[config.mk]
export PLATFORM = sky130hd
export DESIGN_NAME = sosr_regs
export DESIGN_NICKNAME = d
export VERILOG_FILES = /design/src/sosr_pkg.sv /design/src/sosr_strap_if.sv /design/src/sosr_regs.sv /design/src/sosr_strap_sampler.sv
export SDC_FILE = /design/constraint.sdc
export NUM_CORES = 1
export LEC_CHECK = 0
export BUFFER_PORTS_ARGS = -buffer_cell sky130_fd_sc_hd__buf_2
export CAP_MARGIN = 5
export CORE_AREA = 2 2 94 141
export DETAILED_ROUTE_END_ITERATION = 7
export DIE_AREA = 0 0 96 143
export GPL_TIMING_DRIVEN = 0
export PLACE_DENSITY = 0.61
export SETUP_SLACK_MARGIN = 0.02
export SLEW_MARGIN = 20
export SYNTH_ARGS = -nofsm -noshare
export SYNTH_HDL_FRONTEND = slang
export SYNTH_HIERARCHICAL = 1
export SYNTH_SLANG_ARGS = --single-unit
export TNS_END_PERCENT = 20
[constraint.sdc]
create_clock -name clk -period 3.53 [get_ports clk]
set_input_delay 0.706 -clock clk [delete_from_list [all_inputs] [get_ports clk]]
set_output_delay 0.706 -clock clk [all_outputs]
set_load 0.01 [all_outputs]
[src/sosr_pkg.sv]
// Package for the strap override and status register bank.
// Assumes a clause-22 style management port reaching the indirect pair.
package sosr_pkg;
   // ************************************************************
   // Direct register numbers and forced 100 Mbps code
   // ************************************************************
   localparam logic [4:0] SOSR_REG_BASIC_CTRL = 5'h00;
   localparam logic [4:0] SOSR_REG_IND_CTRL = 5'h0d;
   localparam logic [4:0] SOSR_REG_IND_DATA = 5'h0e;
   localparam logic [15:0] SOSR_FORCE_100_CODE = 16'h2100;
   // ************************************************************
   // Indirect space locations
   // ************************************************************
   localparam logic [4:0] SOSR_DEV_PCS = 5'h01;
   localparam logic [4:0] SOSR_DEV_VENDOR = 5'h02;
   localparam logic [15:0] SOSR_GIGABIT_LINK_UP_TIME_CTRL = 16'h005a;
   localparam logic [15:0] SOSR_COMMON_CONTROL = 16'h0000;
   localparam logic [15:0] SOSR_STRAP_STATUS = 16'h0001;
   localparam logic [15:0] SOSR_OPERATION_MODE_STRAP_OVERRIDE = 16'h0002;
   localparam logic [15:0] SOSR_WAKE_CONTROL = 16'h0010;
   // ************************************************************
   // Field positions and reset values
   // ************************************************************
   localparam int SOSR_OP_MSB = 15;
   localparam int SOSR_OP_LSB = 14;
   localparam int SOSR_LINK_TIME_MSB = 3;
   localparam int SOSR_LINK_TIME_LSB = 1;
   localparam logic [2:0] SOSR_LINK_TIME_RST = 3'h4;
   localparam logic [4:0] SOSR_LINK_RSVD_RST = 5'h10;
   localparam int SOSR_CC_LED_OVR = 4;
   localparam int SOSR_CC_LED_STAT = 3;
   localparam int SOSR_CC_CLK_OVR = 1;
   localparam int SOSR_SS_LED = 7;
   localparam int SOSR_SS_CLK = 5;
   localparam int SOSR_OM_WAKE_B_EN = 10;
   localparam int SOSR_OM_WAKE_A_EN = 8;
   localparam int SOSR_OM_PWRDN = 7;
   localparam int SOSR_WK_SEL_MSB = 15;
   localparam int SOSR_WK_SEL_LSB = 14;
   // ************************************************************
   // Indirect operation codes and wake selects
   // ************************************************************
   typedef enum logic [1:0] {
      SOSR_OP_ADDR = 2'h0,
      SOSR_OP_DATA = 2'h1,
      SOSR_OP_INC_RW = 2'h2,
      SOSR_OP_INC_WR = 2'h3
   } sosr_op_type;
   localparam logic [1:0] SOSR_WAKE_ONLY = 2'h0;
   localparam logic [1:0] SOSR_FUNC_ONLY = 2'h1;
   localparam logic [1:0] SOSR_WAKE_AND_FUNC = 2'h2;
endpackage

[src/sosr_strap_if.sv]
// Interface carrying latched strap values from sampler to register bank.
// Assumes one clock; the load pulse lasts one cycle.
`timescale 1ns/100ps
interface sosr_strap_if;
   logic load;
   logic led_style;
   logic ref_clk_en;
   logic pwrdn;
   logic [2:0] addr;
   modport sampler (output load, output led_style, output ref_clk_en, output pwrdn,
      output addr);
   modport consumer (input load, input led_style, input ref_clk_en, input pwrdn,
      input addr);
endinterface

[src/sosr_regs.sv]
// Strap override and status registers behind the indirect register pair.
// Assumes a same-clock management port; basic control comes from the core.
`timescale 1ns/100ps
module sosr_regs
   import sosr_pkg::*;
(
   input wire logic clk,
   input wire logic rst_n,
   input wire logic led_style_pin,
   input wire logic ref_clk_en_pin,
   input wire logic pwrdn_pin,
   input wire logic [2:0] addr_pin,
   input wire logic [15:0] basic_ctrl,
   input wire logic [4:0] mgmt_reg,
   input wire logic mgmt_wr,
   input wire logic mgmt_rd,
   input wire logic [15:0] mgmt_wdata,
   output logic [15:0] mgmt_rdata,
   output logic led_style_select,
   output logic ref_clock_out_enable,
   output logic chip_power_down,
   output logic [4:0] mgmt_address,
   output logic wake_event_out_a,
   output logic indicator_one,
   output logic wake_event_out_b,
   output logic interrupt_out
);
   sosr_strap_if st ();
   sosr_op_type op;
   logic [4:0] devad;
   logic [15:0] raddr;
   logic [2:0] link_time;
   logic [4:0] link_rsvd;
   logic link_bit0;
   logic [10:0] cc_rsvd;
   logic led_stat;
   logic clk_ovr;
   logic cc_bit0;
   logic [15:0] om;
   logic [1:0] wake_sel;
   logic [15:0] next_rdata;
   logic data_wr;
   logic data_rd;
   logic hit_pcs;
   logic hit_ven;
   logic force_100;

   sosr_strap_sampler u_sampler (
      .clk(clk),
      .rst_n(rst_n),
      .led_style_pin(led_style_pin),
      .ref_clk_en_pin(ref_clk_en_pin),
      .pwrdn_pin(pwrdn_pin),
      .addr_pin(addr_pin),
      .st(st)
   );

   // ************************************************************
   // Indirect access pair
   // ************************************************************
   assign data_wr = mgmt_wr && mgmt_reg == SOSR_REG_IND_DATA && op != SOSR_OP_ADDR;
   assign data_rd = mgmt_rd && mgmt_reg == SOSR_REG_IND_DATA && op != SOSR_OP_ADDR;
   assign hit_pcs = devad == SOSR_DEV_PCS;
   assign hit_ven = devad == SOSR_DEV_VENDOR;
   assign force_100 = basic_ctrl == SOSR_FORCE_100_CODE;

   always_ff @(posedge clk) begin
      if (!rst_n) begin
         op <= SOSR_OP_ADDR;
         devad <= 5'h00;
      end else if (mgmt_wr && mgmt_reg == SOSR_REG_IND_CTRL) begin
         op <= sosr_op_type'(mgmt_wdata[SOSR_OP_MSB:SOSR_OP_LSB]);
         devad <= mgmt_wdata[4:0];
      end
   end

   always_ff @(posedge clk) begin
      if (!rst_n) begin
         raddr <= 16'h0000;
      end else if (mgmt_wr && mgmt_reg == SOSR_REG_IND_DATA && op == SOSR_OP_ADDR) begin
         raddr <= mgmt_wdata;
      end else if ((data_rd && op == SOSR_OP_INC_RW)
            || (data_wr && (op == SOSR_OP_INC_RW || op == SOSR_OP_INC_WR))) begin
         raddr <= raddr + 16'h0001;
      end
   end

   // ************************************************************
   // Link-up time control
   // ************************************************************
   always_ff @(posedge clk) begin
      if (!rst_n) begin
         link_time <= SOSR_LINK_TIME_RST;
         link_rsvd <= SOSR_LINK_RSVD_RST;
         link_bit0 <= 1'b0;
      end else if (data_wr && hit_pcs && raddr == SOSR_GIGABIT_LINK_UP_TIME_CTRL) begin
         link_rsvd <= mgmt_wdata[8:4];
         link_bit0 <= mgmt_wdata[0];
         if (force_100) begin
            link_time <= mgmt_wdata[SOSR_LINK_TIME_MSB:SOSR_LINK_TIME_LSB];
         end
      end
   end

   // ************************************************************
   // Common control
   // ************************************************************
   always_ff @(posedge clk) begin
      if (!rst_n) begin
         cc_rsvd <= 11'h000;
         led_stat <= 1'b0;
         clk_ovr <= 1'b0;
         cc_bit0 <= 1'b0;
      end else if (st.load) begin
         led_stat <= st.led_style;
         clk_ovr <= st.ref_clk_en;
      end else if (data_wr && hit_ven && raddr == SOSR_COMMON_CONTROL) begin
         cc_rsvd <= mgmt_wdata[15:5];
         led_stat <= mgmt_wdata[SOSR_CC_LED_OVR];
         clk_ovr <= mgmt_wdata[SOSR_CC_CLK_OVR];
         cc_bit0 <= mgmt_wdata[0];
      end
   end

   // ************************************************************
   // Operation mode override and wake select
   // ************************************************************
   // Low override bits beyond power-down are plain storage here
   always_ff @(posedge clk) begin
      if (!rst_n) begin
         om <= 16'h0000;
      end else if (st.load) begin
         om[SOSR_OM_PWRDN] <= st.pwrdn;
      end else if (data_wr && hit_ven && raddr == SOSR_OPERATION_MODE_STRAP_OVERRIDE) begin
         om <= mgmt_wdata;
      end
   end

   always_ff @(posedge clk) begin
      if (!rst_n) begin
         wake_sel <= SOSR_WAKE_ONLY;
      end else if (data_wr && hit_ven && raddr == SOSR_WAKE_CONTROL) begin
         wake_sel <= mgmt_wdata[SOSR_WK_SEL_MSB:SOSR_WK_SEL_LSB];
      end
   end

   // ************************************************************
   // Read path
   // ************************************************************
   always_comb begin
      next_rdata = 16'h0000;
      if (mgmt_reg == SOSR_REG_IND_CTRL) begin
         next_rdata = {op, 9'h000, devad};
      end else if (mgmt_reg == SOSR_REG_IND_DATA && op == SOSR_OP_ADDR) begin
         next_rdata = raddr;
      end else if (mgmt_reg == SOSR_REG_IND_DATA && hit_pcs
            && raddr == SOSR_GIGABIT_LINK_UP_TIME_CTRL) begin
         // Field reads zero outside the forced mode
         next_rdata = {7'h00, link_rsvd, force_100 ? link_time : 3'h0, link_bit0};
      end else if (mgmt_reg == SOSR_REG_IND_DATA && hit_ven) begin
         case (raddr)
            SOSR_COMMON_CONTROL: begin
               next_rdata = {cc_rsvd, 1'b0, led_stat, 1'b0, clk_ovr, cc_bit0};
            end
            SOSR_STRAP_STATUS: begin
               next_rdata = {8'h00, st.led_style, 1'b0, st.ref_clk_en, 2'h0,
                  st.addr};
            end
            SOSR_OPERATION_MODE_STRAP_OVERRIDE: begin
               next_rdata = om;
            end
            SOSR_WAKE_CONTROL: begin
               next_rdata = {wake_sel, 14'h0000};
            end
            default: begin
               next_rdata = 16'h0000;
            end
         endcase
      end
   end

   always_ff @(posedge clk) begin
      if (!rst_n) begin
         mgmt_rdata <= 16'h0000;
      end else if (mgmt_rd) begin
         mgmt_rdata <= next_rdata;
      end
   end

   // ************************************************************
   // Steering outputs
   // ************************************************************
   always_ff @(posedge clk) begin
      if (!rst_n) begin
         led_style_select <= 1'b0;
         ref_clock_out_enable <= 1'b0;
         chip_power_down <= 1'b0;
         mgmt_address <= 5'h00;
      end else begin
         led_style_select <= led_stat;
         ref_clock_out_enable <= clk_ovr;
         chip_power_down <= om[SOSR_OM_PWRDN];
         mgmt_address <= {2'h0, st.addr};
      end
   end

   // Reserved select turns both functions off to keep the pins quiet
   always_ff @(posedge clk) begin
      if (!rst_n) begin
         wake_event_out_a <= 1'b0;
         indicator_one <= 1'b0;
         wake_event_out_b <= 1'b0;
         interrupt_out <= 1'b0;
      end else begin
         wake_event_out_a <= om[SOSR_OM_WAKE_A_EN]
            && (wake_sel == SOSR_WAKE_ONLY || wake_sel == SOSR_WAKE_AND_FUNC);
         indicator_one <= wake_sel == SOSR_FUNC_ONLY || wake_sel == SOSR_WAKE_AND_FUNC;
         wake_event_out_b <= om[SOSR_OM_WAKE_B_EN]
            && (wake_sel == SOSR_WAKE_ONLY || wake_sel == SOSR_WAKE_AND_FUNC);
         interrupt_out <= wake_sel == SOSR_FUNC_ONLY || wake_sel == SOSR_WAKE_AND_FUNC;
      end
   end
endmodule // sosr_regs

[src/sosr_strap_sampler.sv]
// Strap pin synchroniser and one-shot latch.
// Assumes strap pins are static around reset release.
`timescale 1ns/100ps
module sosr_strap_sampler
   import sosr_pkg::*;
(
   input wire logic clk,
   input wire logic rst_n,
   input wire logic led_style_pin,
   input wire logic ref_clk_en_pin,
   input wire logic pwrdn_pin,
   input wire logic [2:0] addr_pin,
   sosr_strap_if.sampler st
);
   logic [5:0] meta;
   logic [5:0] sync;
   logic done;
   logic settle;

   // ************************************************************
   // Two-flop synchroniser
   // ************************************************************
   always_ff @(posedge clk) begin
      meta <= {led_style_pin, ref_clk_en_pin, pwrdn_pin, addr_pin};
      sync <= meta;
   end

   // ************************************************************
   // Capture once after release
   // ************************************************************
   // Wait one cycle; the synchroniser then holds pin values sampled at the last edge in reset
   always_ff @(posedge clk) begin
      if (!rst_n) begin
         settle <= 1'b0;
         done <= 1'b0;
         st.load <= 1'b0;
      end else begin
         settle <= 1'b1;
         st.load <= settle && !done;
         if (settle) begin
            done <= 1'b1;
         end
      end
   end

   always_ff @(posedge clk) begin
      if (!rst_n) begin
         st.led_style <= 1'b0;
         st.ref_clk_en <= 1'b0;
         st.pwrdn <= 1'b0;
         st.addr <= 3'h0;
      end else if (settle && !done) begin
         {st.led_style, st.ref_clk_en, st.pwrdn, st.addr} <= sync;
      end
   end
endmodule // sosr_strap_sampler
; Word level (Yosys, flattened, before mapping)
; Cells that the tools add are included.
[word_totals]
regBits = 112
inputBits = 47
out_inout_bits = 28
wordCells = 97
[op_classes]
add_sub_neg = 1
eq_ne = 13
mux = 15
bitwise_logic = 1
n_reduce_logical = 36
[op_table]
columns = operator, count
row1 = 16-bit 2-to-1 mux, 6
row2 = 16-bit case mux with 4 select lines, 1
row3 = 1-bit logical AND, 21
row4 = "16-bit by 1-bit adder with 16-bit output, second input constant", 1
row5 = "16-bit by 1-bit equality test with 1-bit output, second input constant", 1
row6 = "16-bit by 14-bit equality test with 1-bit output, second input constant", 1
row7 = "16-bit by 2-bit equality test with 1-bit output, second input constant", 1
row8 = "16-bit by 5-bit equality test with 1-bit output, second input constant", 1
row9 = "16-bit by 7-bit equality test with 1-bit output, second input constant", 1
row10 = 16-bit logical NOT, 1
row11 = "5-bit by 4-bit equality test with 1-bit output, second input constant", 2
row12 = 8-bit 2-to-1 mux, 1
row13 = 2-bit nonzero test, 4
row14 = "2-bit equality test, second input constant", 3
row15 = 1-bit 2-to-1 mux, 6
row16 = 2-bit AND reduction, 3
row17 = "5-bit by 1-bit equality test with 1-bit output, second input constant", 1
row18 = "5-bit by 2-bit equality test with 1-bit output, second input constant", 1
row19 = 2-bit logical NOT, 2
row20 = 1-bit logical OR, 4
row21 = 3-bit 2-to-1 mux, 1
row22 = "2-bit by 1-bit equality test with 1-bit output, second input constant", 1
row23 = 1-bit logical NOT, 1
row24 = 1-bit inverter, 1

; Depth between registers and ports, before layout
; Gate-level depths: netlist of run 1.
[logic_depth]
depth_word = 7
depth_mapped = 8

; Cells and area by module
; Netlist of run 1, hierarchy kept.
[by_module_without_submodules]
columns = module, n_inst, cells_per_inst, area_per_inst_um2, seq_area_each_um2
row1 = sosr_regs, 1, 498, 4344.2, 1781.7
row2 = sosr_strap_sampler, 1, 44, 576.8, 420.4

; Least setup slack after synthesis of run 1
; OpenSTA, ideal clock, no wires.
[synth_path]
path_type = input-to-reg
startpoint = in mgmt_reg[1]
endpoint = reg raddr[12]
arrival_ps = 2005
setup_slack_ps = 1410
path_stages = 7
path_buffers = 2
path_cell_list = nor2b_1 -> and3_1 -> clkbuf_1 -> nand2_1 -> clkbuf_1 -> and3_1 -> o21a_1
[synth_via]
elab_chain_cells = 6
[synth_lines]
columns = item, line
row1 = "start, declared", sosr_regs.sv:14  ; input wire logic [4:0] mgmt_reg,
row2 = 5-bit by 4-bit equality test with 1-bit output (*), "sosr_regs.sv:61, sosr_regs.sv:62, sosr_regs.sv:80"
row3 = "1-bit logical AND, on equally long branches", "sosr_regs.sv:62, sosr_regs.sv:61, sosr_regs.sv:80"
row4 = "1-bit logical AND, on equally long branches", "sosr_regs.sv:62, sosr_regs.sv:61"
row5 = "1-bit logical AND, on equally long branches", "sosr_regs.sv:82, sosr_regs.sv:83"
row6 = 1-bit logical OR, sosr_regs.sv:83  ; || (data_wr && (op == SOSR_OP_INC_RW || op == SOSR_OP_INC_WR))) begin
row7 = 2-bit nonzero test (no source line), -
row8 = "end signal, assigned", sosr_regs.sv:81  ; raddr <= mgmt_wdata;
row9 = "end signal, assigned", sosr_regs.sv:84  ; raddr <= raddr + 16'h0001;
row10 = "end, declared", sosr_regs.sv:31  ; logic [15:0] raddr;
; Mark *: on every way between the ends. The rest lies on a longest branch, timed or not.
; A chain may end at the register's enable or synchronous reset.

; Worst setup path after layout of run 1
[layout_path]
startpoint = reg raddr[7]
endpoint = reg mgmt_rdata[11]
[layout_via]
elab_chain_cells = 6
[layout_lines]
columns = item, line
row1 = 16-bit by 5-bit equality test with 1-bit output (tied with other cells), sosr_regs.sv:161  ; case (raddr)
row2 = 16-bit case mux with 4 select lines, sosr_regs.sv:161
row3 = 16-bit 2-to-1 mux, sosr_regs.sv:160  ; end else if (mgmt_reg == SOSR_REG_IND_DATA && hit_ven) begin
row4 = 16-bit 2-to-1 mux (*), sosr_regs.sv:156  ; end else if (mgmt_reg == SOSR_REG_IND_DATA && hit_pcs
row5 = 16-bit 2-to-1 mux (*), sosr_regs.sv:154  ; end else if (mgmt_reg == SOSR_REG_IND_DATA && op == SOSR_OP_ADDR) begin
row6 = 16-bit 2-to-1 mux (*), sosr_regs.sv:152  ; if (mgmt_reg == SOSR_REG_IND_CTRL) begin
row7 = "end signal, assigned", sosr_regs.sv:186  ; mgmt_rdata <= next_rdata;
row8 = "end, declared", sosr_regs.sv:18  ; output logic [15:0] mgmt_rdata,
; Marked as above.

==> results of run 1 <==
cells in the mapped netlist (7+ instances only):
cell | instances | share of area, %
xnor2_1 | 7 | 1.2
nand4_1 | 9 | 1.1
o21ai_0 | 27 | 2.7
inv_1 | 14 | 1.1
nand2_1 | 34 | 2.6
a22o_1 | 9 | 1.6
clkbuf_1 | 26 | 2.0
dfxtp_1 | 110 | 45
mux2i_1 | 43 | 8.7
nor4_1 | 11 | 1.4
a221oi_1 | 13 | 2.3
a21oi_1 | 29 | 2.9
nand3_1 | 20 | 2.0
nor3_1 | 9 | 0.92
nor2_1 | 64 | 4.9
and3_1 | 10 | 1.3
worst max path at each step:
stage,slack (ns),startpoint,to,depth (start not counted)
floorplan,1.41,mgmt_reg[1],raddr[12],7
global placement,0.78,mgmt_reg[0],mgmt_rdata[6],7
detailed placement,0.75,mgmt_reg[0],mgmt_rdata[7],7
CTS,0.87,raddr[7],mgmt_rdata[10],6
global route,0.64,raddr[7],mgmt_rdata[11],6
finish,0.81,raddr[7],mgmt_rdata[11],6
cell usage in the layout (no fill, tap or decap), drive strengths merged, types with 3 or more instances in the layout:
cell type / Yosys / layout
dfxtp: 110 / 110
buf: 13 / 85
nor2: 64 / 64
mux2i: 43 / 43
clkbuf: 27 / 37
nand2: 34 / 34
a21oi: 29 / 29
o21ai: 27 / 27
nand3: 20 / 20
inv: 14 / 17
a221oi: 13 / 13
nor4: 13 / 13
and3: 10 / 10
nand4: 10 / 10
nor3: 9 / 9
a22o: 9 / 9
and2: 8 / 8
xnor2: 7 / 7
a31oi: 6 / 6
and4: 6 / 6
ha: 6 / 6
a22oi: 5 / 5
o31ai: 5 / 5
nand2b: 4 / 4
o21a: 4 / 4
nor4b: 4 / 4
a222oi: 4 / 4
nor2b: 4 / 4
nand3b: 3 / 3
nor4bb: 3 / 3
a211oi: 3 / 3
sequential cells by signal, summed over array words and instances (netlist names), 2 cells and up:
register           count
link_rsvd              5
om                    16
devad                  5
wake_sel               2
link_time              3
mgmt_address           3
raddr                 16
mgmt_rdata            16
u_sampler/st.addr      3
u_sampler/sync         6
u_sampler/meta         6
op                     2
cc_rsvd               11
power by group:
part	internal (mW)	switching [mW]	total, mW
logic	0.0640	0.106	0.170
clock network	0.648	0.471	1.12
registers	1.27	0.0165	1.28
per-layer routing:
metal	up-vias	routed length [um]
met1	2116	6110
met5	-	0
li1	2134	-
met2	135	7710
met4	0	296
met3	21	771
kinds of logic after synthesis:
group	Yosys count	synth area share [%]
simple gates	201	21.7
compound gates	119	16.6
flops	110	44.7
buf+inv	54	5.19
mux	43	8.75
xor+xnor	8	1.42
fa+ha+maj	6	1.53
other cells	1	0.0762
cell type report:
type / instances / area (um^2)
buffer: 40 / 203
clock buffer: 10 / 239
clock inverter: 5 / 88.8
fill: 1238 / 6640
inverter: 14 / 52.6
multi-input combinational: 379 / 2470
sequential: 110 / 2200
tap: 156 / 195
timing repair buffer: 72 / 360
worst max-delay path, delay by kind of cell (launching register included):
family          cells  cell delay (ns)
compound gates      1             0.11
buf+inv             1             0.32
flops               1             0.38
simple gates        4             1.85
per-stage QoR:
stage               total power, mW  worst slack (ns)  instance area (um^2)  hold slack (ns)
floorplan                      1.40              1.41                  4920            0.310
CTS                            2.59             0.875                  5810            0.330
global route                   2.65             0.638                  5810            0.335
detailed placement             1.48             0.752                  5480            0.313
global placement               1.48             0.778                  5480            0.310
finish                         2.57             0.810                  5810            0.328
==> impl_metrics.json, run 1 <==
{
  "port-buffer-count": 72,
  "worst_hold_startpoint": "u_sampler/meta[3]",
  "relSlewSlack_pct": 39.7,
  "die_x_um": 96,
  "cells_traversed_along_the_worst_timing_path": "nor4_1 > nand4_1 > nor4_1 > buf_4 > a221oi_1 > nor2_1",
  "asyncSetResetFlopFracSynth_pct": 0,
  "postSynthCellCount": 542,
  "synth-edff-count": 0,
  "post-route-min-period_ns": 2.72,
  "clkLatencyLatePin_ns": 0.35,
  "fp-row-count": 50,
  "critical_path_peak_fanout": 10,
  "n_antenna_cell": 0,
  "post_synthesis_sequential_area_ratio_pct": 44.7,
  "yosys_warnings": 6,
  "post_cts_buffers": 0,
  "worst_clock_skew_ns": 0.00809,
  "synthFlopType": "dfxtp_1",
  "met3_usage_pct": 2.53,
  "r2r-start": "raddr[7]",
  "global_route_wire_length_before_repair_mm": 23.1,
  "vias": 4406,
  "grt_start_max_net_pins": 19,
  "cp_slowest_stage_delay_ns": 0.81,
  "cts_hold_buffers": 0,
  "grt.met1_usage_pct": 27.9,
  "hold_endpoint": "u_sampler/sync[3]",
  "crit_path_frequent_cell": "nor4_1",
  "gpl.final_weighted_congestion": 0.940,
  "grt_pass1_vias": 4372,
  "flow.area_growth_from_synthesis_pct": 18.0,
  "die-height_um": 143,
  "min_path_cells": 0,
  "worst-endpoint-arrival_ns": 3.00,
  "route.detailed.drc": 0,
  "power.leakage_nw": 2.47,
  "r2r_cells": 6,
  "clockBufferDepth": 2,
  "cts-htree-levels": 3,
  "reg2reg_to": "mgmt_rdata[11]",
  "antenna_violations_before_repair": 0,
  "fp.dieArea_um2": 13700,
  "p_per_area_nw_per_um2": 443,
  "critical_path_required_ns": 3.81,
  "dpl.hpwl_mm": 11.1,
  "start_util_pct": 39.5,
  "timing.critical_path.to_type": "register",
  "pin_count": 75,
  "grt_remaining_overflow": 0,
  "viasPerCell": 5.61,
  "cpMaxStageDelayCell": "nor4_1",
  "area_of_the_core_region_um2": 12400,
  "dp.cells": 771,
  "gr-max-usage-layer": "met2",
  "design.final.nets": 679,
  "global_route.usage.total_pct": 22.3,
  "worst_pin_slew_ns": 0.896,
  "cts_tree": "done",
  "finalSetupTns_ns": 0,
  "fraction_of_final_layout_cells_sized_beyond_drive_strength_1_pct": 17.1,
  "cts_root_buffer": "clkbuf_16",
  "route.antenna.remaining_nets": 0,
  "status": "complete, no violations",
  "yosys.cell_types.count": 61,
  "achievable-frequency_mhz": 368,
  "layout.core_utilization_pct": 46.7,
  "worst_setup_hold_path_clk_slew_ns": 0.07,
  "syn-cell-area_um2": 4920,
  "fin_cells": 786,
  "globalRouteMet2Util_pct": 38.6,
  "drtPass1Iterations": 6,
  "power.ir.vdd_worst_mv": 0.286,
  "grt_setup_unrepaired": "no",
  "max_cap_violations": 0,
  "final-max-slew-violation-count": 0,
  "final_hold_viol_count": 0,
  "postSynthRegisterBits": 110,
  "cts.repair.resized": 0,
  "r2r_setup_slack_ns": 0.81,
  "final_min_period_over_clock_period_pct": 77.0,
  "finalSetupViolCount": 0,
  "crit_type": "register to register",
  "dr.first_iter.drc_count": 274,
  "tritoncts_buffers": 9,
  "hold_path.class": "register to register",
  "setup.worst_path.start_class": "register",
  "syn_area_per_cell_um2": 9.08,
  "post_route_wl_mm": 14.9,
  "drt-wirelength-per-cell_um": 18.9,
  "cts_num_sinks": 110
}
(Power assumes the default switching activity.)
==> inputs of run 2 (changes only) <==
--- a/config.mk
+++ b/config.mk
@@ -11,7 +11,7 @@
 export DETAILED_ROUTE_END_ITERATION = 7
 export DIE_AREA = 0 0 96 143
 export GPL_TIMING_DRIVEN = 0
-export PLACE_DENSITY = 0.61
+export PLACE_DENSITY = 0.63
 export SETUP_SLACK_MARGIN = 0.02
 export SLEW_MARGIN = 20
 export SYNTH_ARGS = -nofsm -noshare
==> constraint.sdc (replaced) <==
create_clock -name clk -period 2.22 [get_ports clk]
set_input_delay 0.444 -clock clk [delete_from_list [all_inputs] [get_ports clk]]
set_output_delay 0.444 -clock clk [all_outputs]
set_load 0.01 [all_outputs]
==> run 2 against run 1 <==
Cell area is 0.56% higher. Die area stayed put. Critical endpoint is now om[11]. Via count is 0.43% higher. Maximum frequency is 27% higher. Sequential cell count stayed put. Critical path type unchanged. Power is 50% higher. Clock power is 39% higher. Non-clock buffer count stayed put.
==> impl_metrics.json, run 2 (synthesized netlist as in run 1, its figures left out) <==
{
  "port-buffer-count": 72,
  "mostFrequentLayoutCell": "dfxtp_1",
  "drt-wirelength-per-cell_um": 18.8,
  "fraction_of_final_layout_cells_sized_beyond_drive_strength_1_pct": 19.7,
  "multiInputGateArea_um2": 2530,
  "achievable-frequency_mhz": 467,
  "relSlewSlack_pct": 46.2,
  "critical_path_peak_fanout": 10,
  "power.ir.vdd_worst_mv": 0.596,
  "start_util_pct": 39.5,
  "setup.worst_path.start_class": "register",
  "fill_cell_total_of_the_finished_layout": 1214,
  "gpl.final_weighted_congestion": 0.928,
  "post_route_wl_mm": 14.8,
  "viasPerCell": 5.62,
  "grt_remaining_overflow": 0,
  "die-height_um": 143,
  "n_antenna_cell": 0,
  "layout.core_utilization_pct": 46.9,
  "clkLatencyLatePin_ns": 0.35,
  "worst_setup_hold_path_clk_slew_ns": 0.07,
  "finalSetupViolCount": 0,
  "fin_cells": 787,
  "power_frac_seq_pct": 52.7,
  "crit_type": "register to register",
  "pin_count": 75,
  "register_area_um2": 2200,
  "dr.first_iter.drc_count": 325,
  "fp.dieArea_um2": 13700,
  "vias": 4425,
  "tritoncts_buffers": 9,
  "antenna_violations_before_repair": 0,
  "p_per_area_nw_per_um2": 663,
  "grt_pass1_vias": 4372,
  "worst_pin_slew_ns": 0.807,
  "route.antenna.remaining_nets": 0,
  "global_route.usage.total_pct": 22.2,
  "flow.area_growth_from_synthesis_pct": 18.7,
  "r2r_setup_slack_ns": 0.08,
  "area_of_the_core_region_um2": 12400,
  "sw_frac_of_total_pct": 25.2,
  "die_x_um": 96,
  "drtPass1Iterations": 5,
  "worst-endpoint-arrival_ns": 2.36,
  "final-max-slew-violation-count": 0,
  "worst_clock_skew_ns": 0.0110,
  "finalSetupTns_ns": 0,
  "grt_setup_unrepaired": "yes",
  "route.detailed.drc": 0,
  "most-common-layout-cells": "dfxtp_1 (109), buf_2 (73), nor2_1 (63), mux2i_1 (43), nand2_1 (34)",
  "grt_start_max_net_pins": 20,
  "final_hold_viol_count": 0,
  "power.leakage_nw": 2.48,
  "cts_num_sinks": 110,
  "top_regs": "mgmt_rdata (16), om (16), raddr (16)",
  "share_clk_of_total_power_pct": 40.2,
  "share_comb_of_total_power_pct": 7.1,
  "global_route_wire_length_before_repair_mm": 23.2,
  "hold_path.class": "input port to register",
  "post-route-min-period_ns": 2.14,
  "dpl.hpwl_mm": 11.0,
  "design.final.nets": 679,
  "critical_path_required_ns": 2.44,
  "max_cap_violations": 0,
  "cts_tree": "done",
  "cts_hold_buffers": 0,
  "internal-power_mw": 2.89,
  "status": "complete, no violations",
  "cts_root_buffer": "clkbuf_16",
  "final_min_period_over_clock_period_pct": 96.4,
  "clockBufferDepth": 2,
  "dp.cells": 771,
  "switching_power_uw": 976,
  "fp-row-count": 50,
  "timing.critical_path.to_type": "register",
  "cts-htree-levels": 3
}
run 2: cell count changes in the layout (fill, tap and decap cells not counted), sizes merged:
cell,before,now
clkinv,0,3
bufinv,2,0
clkbuf,37,35
clkinvlp,0,2
buf,85,86
inv,17,16
run 2: worst max-delay path: stages, from the launching register on:
cell	delay (ns)
dfxtp_1	0.35
or4_4	0.61
nor4_4	0.31
nand4_1	0.17
buf_6	0.18
buf_6	0.16
mux2i_1	0.16
nor2_1	0.05
run 2: final timing paths:
| check | start | end | depth (start not counted) |
|---|---|---|---|
| setup reg to reg | raddr[14] | om[11] | 7 |
| setup / recovery | raddr[14] | om[11] | 7 |
| hold / removal | addr_pin[0] | u_sampler/meta[0] | 1 |
| hold reg to reg | u_sampler/meta[2] | u_sampler/sync[2] | 0 |
run 2: timing repair:
action | CTS | global route
pin swaps | 2 | 2
setup endpoints to repair | 54 | 53
resized for setup | 10 | 8
buffers inserted | 0 | 2
run 2: routing by layer:
metal / vias to the layer above / global-route usage [%] / routed length, um
met4: 0 / 9.55 / 394
li1: 2145 / - / -
met5: - / 0 / 0
met2: 147 / 37.4 / 7390
met1: 2103 / 27.7 / 6310
met3: 30 / 3.54 / 695
run 2: stage by stage:
stage          hold WS [ns]  setup slack, ns  cell area [um^2]  total power, mW
3_5_place_dp          0.313           -0.420              5480             2.35
6_report              0.192           0.0802              5840             3.87
5_1_grt               0.183          -0.0136              5840             3.98
2_1_floorplan         0.310            0.263              4920             2.22
4_1_cts               0.183           0.0123              5820             3.88
3_3_place_gp          0.311           -0.453              5480             2.35
run 2: final cells by class:
type | count | share of cell area, %
buffer | 38 | 3.47
timing repair buffer | 74 | 6.43
inverter | 14 | 0.900
tap | 156 | 3.34
clock buffer | 9 | 3.86
multi-input combinational | 379 | 43.3
sequential | 110 | 37.7
clock inverter | 7 | 0.964
run 2: power groups by stage:
stage	registers [mW]	logic [mW]	clock network, mW
final	2.04	0.274	1.56
after global routing	2.04	0.298	1.64
after detailed placement	2.09	0.268	0
after CTS	2.04	0.272	1.57
after global placement	2.08	0.265	0
after floorplan	2.09	0.133	0
